[config.mk]
export PLATFORM = sky130hd
export DESIGN_NAME = probe_port_control
export DESIGN_NICKNAME = d
export VERILOG_FILES = /design/src/design/probe_port_pkg.sv /design/src/design/supply_sense_filter.sv /design/src/design/probe_port_control.sv
export SDC_FILE = /design/constraint.sdc
export NUM_CORES = 1
export LEC_CHECK = 0
export ABC_AREA = 1
export BUFFER_PORTS_ARGS = -buffer_cell sky130_fd_sc_hd__buf_4
export CELL_PAD_IN_SITES_DETAIL_PLACEMENT = 2
export CELL_PAD_IN_SITES_GLOBAL_PLACEMENT = 2
export CORE_MARGIN = 3
export CORE_UTILIZATION = 29
export CTS_CLUSTER_DIAMETER = 150
export DETAILED_ROUTE_END_ITERATION = 7
export GPL_TIMING_DRIVEN = 0
export PLACE_DENSITY_LB_ADDON = 0.1
export REMOVE_ABC_BUFFERS = 1
export SYNTH_ARGS = -nofsm -noshare
export SYNTH_HDL_FRONTEND = slang
export SYNTH_SLANG_ARGS = --single-unit
[constraint.sdc]
create_clock -name clk_sys -period 1.6 [get_ports clk_sys]
set_input_delay 0.4 -clock clk_sys [delete_from_list [all_inputs] [get_ports clk_sys]]
set_output_delay 0.4 -clock clk_sys [all_outputs]
set_load 0.03 [all_outputs]
[src/design/probe_port_pkg.sv]
package probe_port_pkg;

  // ------------------------------------------------------------
  // strap encoding for chip select choice
  // ------------------------------------------------------------
  localparam logic [1:0] SEL_ONE      = 2'h0;  // first host select
  localparam logic [1:0] SEL_TWO      = 2'h1;  // second host select
  localparam logic [1:0] SEL_THREE    = 2'h2;  // third host select
  localparam logic [1:0] SEL_COMBINED = 2'h3;  // combined host select

  // ------------------------------------------------------------
  // address map
  // ------------------------------------------------------------
  localparam int          ADDR_W            = 20;     // host address width
  localparam int          SEG_LOW_W         = 8;      // 256 byte window
  localparam int          SEG_HIGH_W        = ADDR_W - SEG_LOW_W;
  localparam logic [7:0]  REACTIVATE_OFFSET = 8'h00;  // segment base
  localparam logic [7:0]  DEACTIVATE_OFFSET = 8'h04;  // base plus four
  localparam logic [7:0]  TRIGGER_SPACING   = 8'h04;  // one word per trigger
  localparam int          TRIGGER_COUNT     = 32;     // direct triggers

  // ------------------------------------------------------------
  // timing
  // ------------------------------------------------------------
  localparam int CLK_PERIOD_NS  = 100;                 // 10 MHz system clock
  localparam int INIT_TIME_US   = 30;                  // own initialization time
  localparam int INIT_CYCLES    = (INIT_TIME_US * 1000 + CLK_PERIOD_NS - 1) / CLK_PERIOD_NS;
  localparam int INIT_CNT_W     = 12;                  // counter width
  localparam int SENSE_FILTER   = 4;                   // stable samples for supply

  // ------------------------------------------------------------
  // bundled host bus strobes
  // ------------------------------------------------------------
  typedef struct packed {
    logic              select_one_n;       // host select 1, active low
    logic              select_two_n;       // host select 2, active low
    logic              select_three_n;     // host select 3, active low
    logic              select_combined_n;  // combined host select, active low
    logic              write_n;            // write strobe, active low
    logic              read_n;             // read strobe, active low
    logic [ADDR_W-1:0] addr;               // host address
  } host_bus_type;

endpackage

[src/design/supply_sense_filter.sv]
`timescale 1ns/1ps
module supply_sense_filter
  import probe_port_pkg::*;
(
  input  wire logic clk_sys,
  input  wire logic rst_n,
  input  wire logic sense_in,
  output logic      supply_on
);

  // ------------------------------------------------------------
  // debounce: level must hold for several samples
  // ------------------------------------------------------------
  logic [2:0] stable_reg;   // count of samples differing from accepted level
  logic [2:0] stable_next;
  logic       level_reg;    // accepted level
  logic       level_next;

  // next state: restart count whenever raw input agrees with accepted level
  always_comb begin
    stable_next = stable_reg;
    level_next  = level_reg;
    if (sense_in == level_reg) begin
      stable_next = 3'h0;
    end else if (stable_reg == 3'(SENSE_FILTER - 1)) begin
      level_next  = sense_in;
      stable_next = 3'h0;
    end else begin
      stable_next = stable_reg + 3'h1;
    end
  end

  // registers
  always_ff @(posedge clk_sys or negedge rst_n) begin
    if (!rst_n) begin
      stable_reg <= 3'h0;
      level_reg  <= 1'b0;
    end else begin
      stable_reg <= stable_next;
      level_reg  <= level_next;
    end
  end

  assign supply_on = level_reg;

endmodule // supply_sense_filter

[src/design/probe_port_control.sv]
// Function
// - answer only the strapped host select
// - no response while select negated
// - write at base plus four means deactivation
// - write at segment base means reactivation
// - write data value is ignored
// - notice addresses get no write protection
// - sense ecu supply, report on/off
// - power save when ecu off, tool absent
// - derive write protect from host resets
// - hold ecu reset throughout power save
// - hold ecu reset until initialization done
// - ecu reset on command or failure
// - decode aligned 256 byte trigger segment
`timescale 1ns/1ps
module probe_port_control
  import probe_port_pkg::*;
(
  input  wire logic                  clk_sys,
  input  wire logic                  rst_n,
  input  wire logic [1:0]            select_strap,          // board strap choice
  input  wire host_bus_type          host_bus,              // host bus strobes
  input  wire logic [SEG_HIGH_W-1:0] trigger_segment_base,  // segment address
  input  wire logic                  ecu_supply_sense,      // ecu supply level
  input  wire logic                  host_power_on_reset_n, // host power-on reset
  input  wire logic                  host_hard_reset_n,     // host hard reset
  input  wire logic                  tool_connected,        // calibration tool link up
  input  wire logic                  tool_reset_request,    // tool asks ecu reset
  input  wire logic                  internal_failure,      // probe fault detected
  output logic                       probe_selected,        // access is for us
  output logic                       deactivate_notice,     // pulse to tool
  output logic                       reactivate_notice,     // pulse to tool
  output logic [TRIGGER_COUNT-1:0]   trigger_pulse,         // acquisition starts
  output logic                       probe_active,          // last notice state
  output logic                       ecu_powered,           // supply state to tool
  output logic                       power_save,            // save mode active
  output logic                       memory_write_protect,  // emulation memory lock
  output logic                       memory_write_enable,   // qualified host write
  output logic                       ecu_reset_out,         // ecu reset drive
  output logic                       ecu_reset_oe           // open drain enable
);

  // ------------------------------------------------------------
  // chip select choice
  // ------------------------------------------------------------
  logic [1:0] strap_reg, strap_next;            // strap caught after reset release
  logic       strap_seen_reg, strap_seen_next;  // strap already taken
  logic       sel_raw;     // chosen select, active high

  // strap taken on the first edge after reset, then frozen so a
  // loose bridge cannot move the select in mid-run
  always_comb begin
    strap_next      = strap_reg;
    strap_seen_next = 1'b1;
    if (!strap_seen_reg) begin
      strap_next = select_strap;
    end
  end

  // strap registers
  always_ff @(posedge clk_sys or negedge rst_n) begin
    if (!rst_n) begin
      strap_reg      <= SEL_ONE;
      strap_seen_reg <= 1'b0;
    end else begin
      strap_reg      <= strap_next;
      strap_seen_reg <= strap_seen_next;
    end
  end

  // pick the one strapped select
  always_comb begin
    case (strap_reg)
      SEL_ONE:      sel_raw = !host_bus.select_one_n;
      SEL_TWO:      sel_raw = !host_bus.select_two_n;
      SEL_THREE:    sel_raw = !host_bus.select_three_n;
      SEL_COMBINED: sel_raw = !host_bus.select_combined_n;
      default:      sel_raw = 1'b0;
    endcase
  end

  // ------------------------------------------------------------
  // write decode
  // ------------------------------------------------------------
  logic       seg_hit;     // address inside trigger segment
  logic       wr_now;      // selected write strobe low
  logic       wr_prev_reg; // previous strobe level for edge
  logic       wr_start;    // first cycle of a write
  logic [7:0] seg_off;     // offset in segment

  assign seg_hit  = host_bus.addr[ADDR_W-1:SEG_LOW_W] == trigger_segment_base;
  assign seg_off  = host_bus.addr[SEG_LOW_W-1:0];
  assign wr_now   = sel_raw && !host_bus.write_n;
  assign wr_start = wr_now && !wr_prev_reg;        // data lines never looked at

  // ------------------------------------------------------------
  // event and state registers
  // ------------------------------------------------------------
  logic                     deact_reg, deact_next;
  logic                     react_reg, react_next;
  logic                     active_reg, active_next;
  logic [TRIGGER_COUNT-1:0] trig_reg, trig_next;
  logic                     sel_reg, sel_next;

  // notices are plain address hits, no unlock sequence
  always_comb begin
    deact_next  = 1'b0;
    react_next  = 1'b0;
    active_next = active_reg;
    trig_next   = '0;
    sel_next    = sel_raw;  // drops at once when select negated
    if (wr_start && seg_hit) begin
      if (seg_off == DEACTIVATE_OFFSET) begin
        deact_next  = 1'b1;
        active_next = 1'b0;
      end
      if (seg_off == REACTIVATE_OFFSET) begin
        react_next  = 1'b1;
        active_next = 1'b1;
      end
      // trigger slots share the segment with the notices
      for (int i = 0; i < TRIGGER_COUNT; i++) begin
        if (seg_off == 8'(i * TRIGGER_SPACING)) begin
          trig_next[i] = 1'b1;
        end
      end
    end
  end

  // registers
  always_ff @(posedge clk_sys or negedge rst_n) begin
    if (!rst_n) begin
      wr_prev_reg <= 1'b0;
      deact_reg   <= 1'b0;
      react_reg   <= 1'b0;
      active_reg  <= 1'b1;
      trig_reg    <= '0;
      sel_reg     <= 1'b0;
    end else begin
      wr_prev_reg <= wr_now;
      deact_reg   <= deact_next;
      react_reg   <= react_next;
      active_reg  <= active_next;
      trig_reg    <= trig_next;
      sel_reg     <= sel_next;
    end
  end

  // ------------------------------------------------------------
  // supply sensing
  // ------------------------------------------------------------
  logic supply_on;  // debounced supply level

  supply_sense_filter u_sense (
    .clk_sys   (clk_sys),
    .rst_n     (rst_n),
    .sense_in  (ecu_supply_sense),
    .supply_on (supply_on)
  );

  // ------------------------------------------------------------
  // power and reset sequencing
  // ------------------------------------------------------------
  typedef enum logic [2:0] {
    ST_INIT  = 3'b001,  // initializing, ecu held
    ST_RUN   = 3'b010,  // ecu released
    ST_SAVE  = 3'b100   // power save, ecu held
  } pwr_state_type;

  pwr_state_type          state_reg, state_next;
  logic [INIT_CNT_W-1:0]  init_cnt_reg, init_cnt_next;
  logic                   rst_drive_reg, rst_drive_next;
  logic                   wp_reg, wp_next;
  logic                   wen_reg, wen_next;

  // init runs after power-up and after every save exit
  always_comb begin
    state_next    = state_reg;
    init_cnt_next = init_cnt_reg;
    case (state_reg)
      ST_INIT: begin
        if (!supply_on && !tool_connected) begin
          state_next = ST_SAVE;
        end else if (init_cnt_reg == INIT_CNT_W'(INIT_CYCLES - 1)) begin
          state_next = ST_RUN;
        end else begin
          init_cnt_next = init_cnt_reg + 1'b1;
        end
      end
      ST_RUN: begin
        if (!supply_on && !tool_connected) begin
          state_next = ST_SAVE;
        end
      end
      ST_SAVE: begin
        init_cnt_next = '0;
        if (supply_on || tool_connected) begin
          state_next = ST_INIT;
        end
      end
      default: begin
        state_next    = ST_INIT;
        init_cnt_next = '0;
      end
    endcase
    // held in save and init, plus tool command or fault
    rst_drive_next = (state_next != ST_RUN) || tool_reset_request || internal_failure;
    // either host reset locks the memory
    wp_next  = !host_power_on_reset_n || !host_hard_reset_n;
    wen_next = wr_now && !wp_next;
  end

  // registers
  always_ff @(posedge clk_sys or negedge rst_n) begin
    if (!rst_n) begin
      state_reg     <= ST_INIT;
      init_cnt_reg  <= '0;
      rst_drive_reg <= 1'b1;
      wp_reg        <= 1'b1;
      wen_reg       <= 1'b0;
    end else begin
      state_reg     <= state_next;
      init_cnt_reg  <= init_cnt_next;
      rst_drive_reg <= rst_drive_next;
      wp_reg        <= wp_next;
      wen_reg       <= wen_next;
    end
  end

  // ------------------------------------------------------------
  // outputs from flip-flops, except ecu_reset_out tied low
  // ------------------------------------------------------------
  assign probe_selected       = sel_reg;
  assign deactivate_notice    = deact_reg;
  assign reactivate_notice    = react_reg;
  assign trigger_pulse        = trig_reg;
  assign probe_active         = active_reg;
  assign ecu_powered          = supply_on;
  assign power_save           = state_reg[2];  // one-hot save bit
  assign memory_write_protect = wp_reg;
  assign memory_write_enable  = wen_reg;
  assign ecu_reset_out        = 1'b0;          // open drain only pulls low
  assign ecu_reset_oe         = rst_drive_reg;

endmodule // probe_port_control

=== Word-level counts from Yosys, hierarchy flattened ===
Index checks and enable logic that the tools add are counted.

* $add $sub $neg: 2
* Equality and inequality tests: 44
* Mux-type cells: 48
* Bitwise logic cells: 2
* Reductions and logical operators: 26

{| class="wikitable"
|+ Operators with widths
! kind !! count
|-
| $eq A8 B7 Y1 const B || 16
|-
| $eq A8 B6 Y1 const B || 8
|-
| $mux W1 || 36
|-
| $eq A8 B5 Y1 const B || 4
|-
| $mux W32 || 1
|-
| $mux W12 || 2
|-
| $pmux W12 S2 || 1
|-
| $mux W3 || 6
|-
| $eq A8 B4 Y1 const B || 2
|-
| $add A12 B1 Y12 const B || 1
|-
| $eq A12 B12 Y1 || 1
|-
| $eq A12 B9 Y1 const B || 1
|-
| $logic_not A1 Y1 || 11
|-
| $pmux W3 S3 || 1
|-
| $eq A8 B3 Y1 const B || 1
|-
| $logic_not A8 Y1 || 1
|-
| $eq A3 B2 Y1 const B || 2
|-
| $logic_and A1 B1 Y1 || 5
|-
| $eq A2 B2 Y1 const B || 2
|-
| $logic_or A1 B1 Y1 || 4
|-
| $ne A2 B2 Y1 const B || 2
|-
| $pmux W1 S4 || 1
|-
| $reduce_and A2 Y1 || 2
|-
| $add A3 B1 Y3 const B || 1
|-
| 9 further kinds || 10
|}

* Bits in registers: 62
* Input bits: 48
* Output and inout bits: 42
* Logic and storage cells: 137

=== Logic depth before layout (Yosys ltp) ===
* Word-level depth: 7
* Depth in mapped cells: 9
* Depth with buffers taken out: 9

=== Hierarchy ===
A second synthesis with hierarchy kept.

* Cell total of the unflattened synthesis: 346
* Area total of the unflattened synthesis: 2954.1 µm²

{| class="wikitable"
|+ Modules (own cells, without submodules)
! module !! times used !! cells each !! area an instance (µm²) !! seq. area each (µm²)
|-
| probe_port_control || 1 || 323 || 2765.2 || 1406.3
|-
| supply_sense_filter || 1 || 23 || 188.9 || 100.1
|}

=== Least setup slack after synthesis ===
Ideal clock, no wire load.

* Path kind: register to register
* From: reg state_reg[2]
* To: reg init_cnt_reg[0]
* Setup time: 0.123 ns
* Arrival: 1.304 ns
* Required time: 1.477 ns
* Path slack: 0.173 ns
* Cell stages (with the launch flop): 8
* Path buffers: 1
* Clock period less this slack: 1.427 ns
* Cell sequence: dfrtp_1 > inv_1 > nand3_1 > a21boi_2 > nand2_4 > buf_6 > nand2_1 > o21ai_1

* Cells in the longest elaborated chain, start to end: 3
* Elaborated cells between the ends (all ways): 7
* Those cells by class: eq/ne: 4; mux: 1; bitwise: 1; reduce/logical: 1

{| class="wikitable"
|+ RTL lines
! element !! RTL line !! text
|-
| start, declared || probe_port_control.sv:170 || <nowiki>pwr_state_type state_reg, state_next;</nowiki>
|-
| start signal, assigned || probe_port_control.sv:222 || <nowiki>state_reg <= state_next;</nowiki>
|-
| $eq A3 B1 Y1 or $eq A3 B2 Y1 (tied branches) || probe_port_control.sv:180 || <nowiki>case (state_reg)</nowiki>
|-
| $ne A2 B2 Y1 (no line) or $not A1 Y1 (tied branches) || -- ||
|-
| $reduce_and A3 Y1 (no line) || -- ||
|-
| end signal, assigned || probe_port_control.sv:223 || <nowiki>init_cnt_reg <= init_cnt_next;</nowiki>
|-
| end, declared || probe_port_control.sv:171 || <nowiki>logic [INIT_CNT_W-1:0] init_cnt_reg, init_cnt_next;</nowiki>
|}

Several ways; a longest one is shown, not always the timed one.
A chain may end at the register's enable or synchronous reset.

=== Worst setup path in the final report ===
* From: reg init_cnt_reg[1]
* To: reg init_cnt_reg[8]

* Cells in the longest elaborated chain, start to end: 4
* Elaborated cells between the ends (all ways): 7
* Those cells by class: add/sub: 1; eq/ne: 2; mux: 3; reduce/logical: 1

{| class="wikitable"
|+ RTL lines
! element !! RTL line !! text
|-
| $add A12 B1 Y12 || probe_port_control.sv:187 || <nowiki>init_cnt_next = init_cnt_reg + 1'b1;</nowiki>
|-
| $mux W12 || probe_port_control.sv:184 || <nowiki>end else if (init_cnt_reg == INIT_CNT_W'(INIT_CYCLES - 1)) begin</nowiki>
|-
| $mux W12 || probe_port_control.sv:182 || <nowiki>if (!supply_on && !tool_connected) begin</nowiki>
|-
| $pmux W12 S2 || probe_port_control.sv:180 ||
|}

Several ways; a longest one is shown, not always the timed one. The select of a mux whose other input is x is not followed.

==> results.json <==
{
  "status": "complete, no violations",
  "async_reset_ff_frac": 1.000,
  "wl_per_cell_um": 14.76,
  "seq_power_share": 0.424,
  "port_buffers": 87,
  "leakage_nw": 2.132,
  "fp-row-count": 35,
  "synth_cell_types": 32,
  "ys.flop_type": "dfrtp_1",
  "synth_edf_count": 0,
  "worstMarginPinSlew_ns": 0.7625,
  "die_y_um": 105.2,
  "grt_use_met1": 0.1842,
  "syn_to_final_growth_pct": 38.26,
  "first_pass_iters": 3,
  "power_per_cell_area_mw_per_mm2": 1040,
  "final_nets": 481,
  "drc": 0,
  "reg2reg_setup_slack_ns": 0.09,
  "crit_fanout": 8,
  "htree_levels": 3,
  "instances_no_fill": 565,
  "dp.cells": 539,
  "final_area_mm2": 0.003943,
  "fin_crit_sh": 0.9423,
  "clock-root-buffer": "clkbuf_8",
  "worstRegToRegCells": 8,
  "ir_drop_mv": 0.4156,
  "grt-ovfl-total": 0,
  "r2r-end": "init_cnt_reg[8]",
  "grt_busiest_layer": "met2",
  "start_util": 0.3029,
  "numClockSinks": 60,
  "relSlewSlack": 0.4917,
  "drtAntennaViolNets": 0,
  "fin_ws_ns": 0.09227,
  "ys_warn_count": 0,
  "drive_above_1_share": 0.3280,
  "setup_violations": 0,
  "yosys_register_bits": 60,
  "grt_antenna_before_repair": 0,
  "vias": 2533,
  "power_mw": 4.099,
  "dp_hpwl_mm": 6.079,
  "drt_iter0_drc": 46,
  "routed_wl_mm": 8.338,
  "placed_area_mm2": 0.003625,
  "syn-instance-count": 328,
  "path_clk_slew_ns": 0.07,
  "cts_made_buffers": 9,
  "cp.required_ns": 1.85,
  "syn_area_mm2": 0.002851,
  "grt_first_pass_wirelength_mm": 13.67,
  "utilization": 0.4187,
  "place.gp.congestion": 0.7542,
  "pwr-share-clk": 0.329,
  "crit_type": "reg -> reg",
  "first_global_vias": 2825,
  "pre_cts_slack_ns": -0.2720,
  "antenna_cells": 0,
  "p_switching_mw": 1.291,
  "pwr-share-comb": 0.247,
  "core_mm2": 0.009415,
  "hold_viol": 0,
  "cts_buffer_depth": 2,
  "swShare": 0.3149,
  "die_w_um": 105.2,
  "dieArea_mm2": 0.01106,
  "vias_per_cell": 4.483,
  "ios": 90,
  "fin_tns_setup_ns": 0,
  "max_freq_mhz": 663.3,
  "crit_path_end_kind": "flop",
  "gr-usage-met3": 0.04632,
  "cts_tree": "yes",
  "largest_register_ff_count": 32,
  "cap_violations": 0,
  "grt_max_degree": 61,
  "ys_seq_area_frac": 0.5283,
  "slew_viol_final": 0,
  "hp-class": "in -> async",
  "min_period_ns": 1.508,
  "cp-start-kind": "flop",
  "rr_startpoint": "init_cnt_reg[1]",
  "intPower_mw": 2.808,
  "clock_skew_ns": 0.009901,
  "crit_arrival_ns": 1.76,
  "whs_ns": 0.1382,
  "grt_use_total": 0.1549,
  "worstSkewPairLatency_ns": 0.33,
  "syn_area_per_cell_um2": 8.694,
  "grtUsageMet2": 0.2750
}
## routing by layer
| metal | up-vias | routed length (µm) |
|---|---|---|
| met1 | 1266 | 3364 |
| met2 | 42 | 4620 |
| li1 | 1223 | - |
| met3 | 2 | 307 |
| met5 | - | 0 |
| met4 | 0 | 46 |
## final cells by class
type / instances / area (µm²)
Clock buffer: 11 / 141.4
Clock inverter: 5 / 52.55
Fill cell: 1087 / 5473
Inverter: 50 / 187.7
Multi-Input combinational cell: 213 / 1165
Sequential cell: 60 / 1506
Tap cell: 129 / 161.4
Timing Repair Buffer: 97 / 728.2
## worst max-delay path: stages (launching register included)
cell and delay (ns):
dfrtp_1 0.42, ha_4 0.17, nand4_1 0.13, nor2_2 0.17, nand3_2 0.14, nand2_8 0.14
buf_4 0.15, nand2_1 0.05, o21ai_1 0.07
## how the worst max path moves through the flow
stage,start,to,slack [ns]
after global placement,state_reg[0],init_cnt_reg[6],-0.21
after detailed placement,state_reg[0],init_cnt_reg[6],-0.27
after global routing,init_cnt_reg[0],init_cnt_reg[5],-0.02
final,init_cnt_reg[1],init_cnt_reg[8],0.09
after CTS,init_cnt_reg[0],init_cnt_reg[6],0.02
after floorplan,state_reg[2],init_cnt_reg[6],0.06
## cell families (layout without fill, tap and decap cells)
logic type / after synthesis / in the layout / synth area share
and+or+nand+nor: 186 / 186 / 0.3278
DFF: 60 / 60 / 0.5283
buffers and inverters: 55 / 163 / 0.08030
AOI/OAI and AO/OA: 17 / 17 / 0.03203
xor gates and xnor gates: 4 / 4 / 0.01229
adders and majority gates: 2 / 2 / 0.008774
other: 2 / 2 / 0.002634
muxes: 2 / 2 / 0.007898
## timing repair
action / 4_1_cts / 5_1_grt
resized for setup: 1 / 7
setup buffers: 2 / 8
pin swaps: 1 / 5
endpoints found under the setup margin: 15 / 13
hold buffers: 0 / 0
## power groups by stage
stage / Combinational (mW) / Clock [mW] / Sequential (mW)
finish: 1.01 / 1.35 / 1.74
global route: 1.13 / 1.49 / 1.75
CTS: 0.891 / 1.41 / 1.73
detailed placement: 0.827 / 0 / 1.75
global placement: 0.794 / 0 / 1.74
floorplan: 0.456 / 0 / 1.79
## Yosys cell counts (2+ instances only)
| cell | count | area [µm²] |
|---|---|---|
| ha_1 | 2 | 25.02 |
| nand4_1 | 6 | 37.54 |
| dfstp_2 | 4 | 105.1 |
| nand2_1 | 69 | 259.0 |
| nand3_1 | 26 | 130.1 |
| nor2_1 | 59 | 221.5 |
| nand3b_1 | 3 | 22.52 |
| inv_2 | 4 | 15.01 |
| conb_1 | 2 | 7.510 |
| nor2_8 | 2 | 40.04 |
| nor3_1 | 5 | 25.02 |
| a21oi_1 | 2 | 10.01 |
| inv_1 | 46 | 172.7 |
| dfrtp_1 | 56 | 1401 |
| mux2_2 | 2 | 22.52 |
| nor3_2 | 4 | 40.04 |
| xor2_1 | 3 | 26.28 |
| buf_4 | 4 | 30.03 |
| nand2_4 | 2 | 22.52 |
| o21ai_0 | 2 | 10.01 |
| nand4_4 | 2 | 42.54 |
| o21ai_1 | 12 | 60.06 |
| nand3_2 | 2 | 20.02 |
## layout by cell type (no fill, tap or decap), types with 3 or more instances in the layout
cell | synthesis | routed
buf_4 | 4 | 97
nand2_1 | 69 | 69
nor2_1 | 59 | 58
dfrtp_1 | 56 | 56
inv_1 | 46 | 46
nand3_1 | 26 | 25
o21ai_1 | 12 | 12
clkbuf_8 | 0 | 10
nand4_1 | 6 | 6
nor3_1 | 5 | 5
inv_2 | 4 | 4
dfstp_2 | 4 | 4
nor3_4 | 1 | 3
nand3_2 | 2 | 3
nand3b_1 | 3 | 3
xor2_1 | 3 | 3
clkinv_2 | 0 | 3
(Power assumes the default switching activity.)
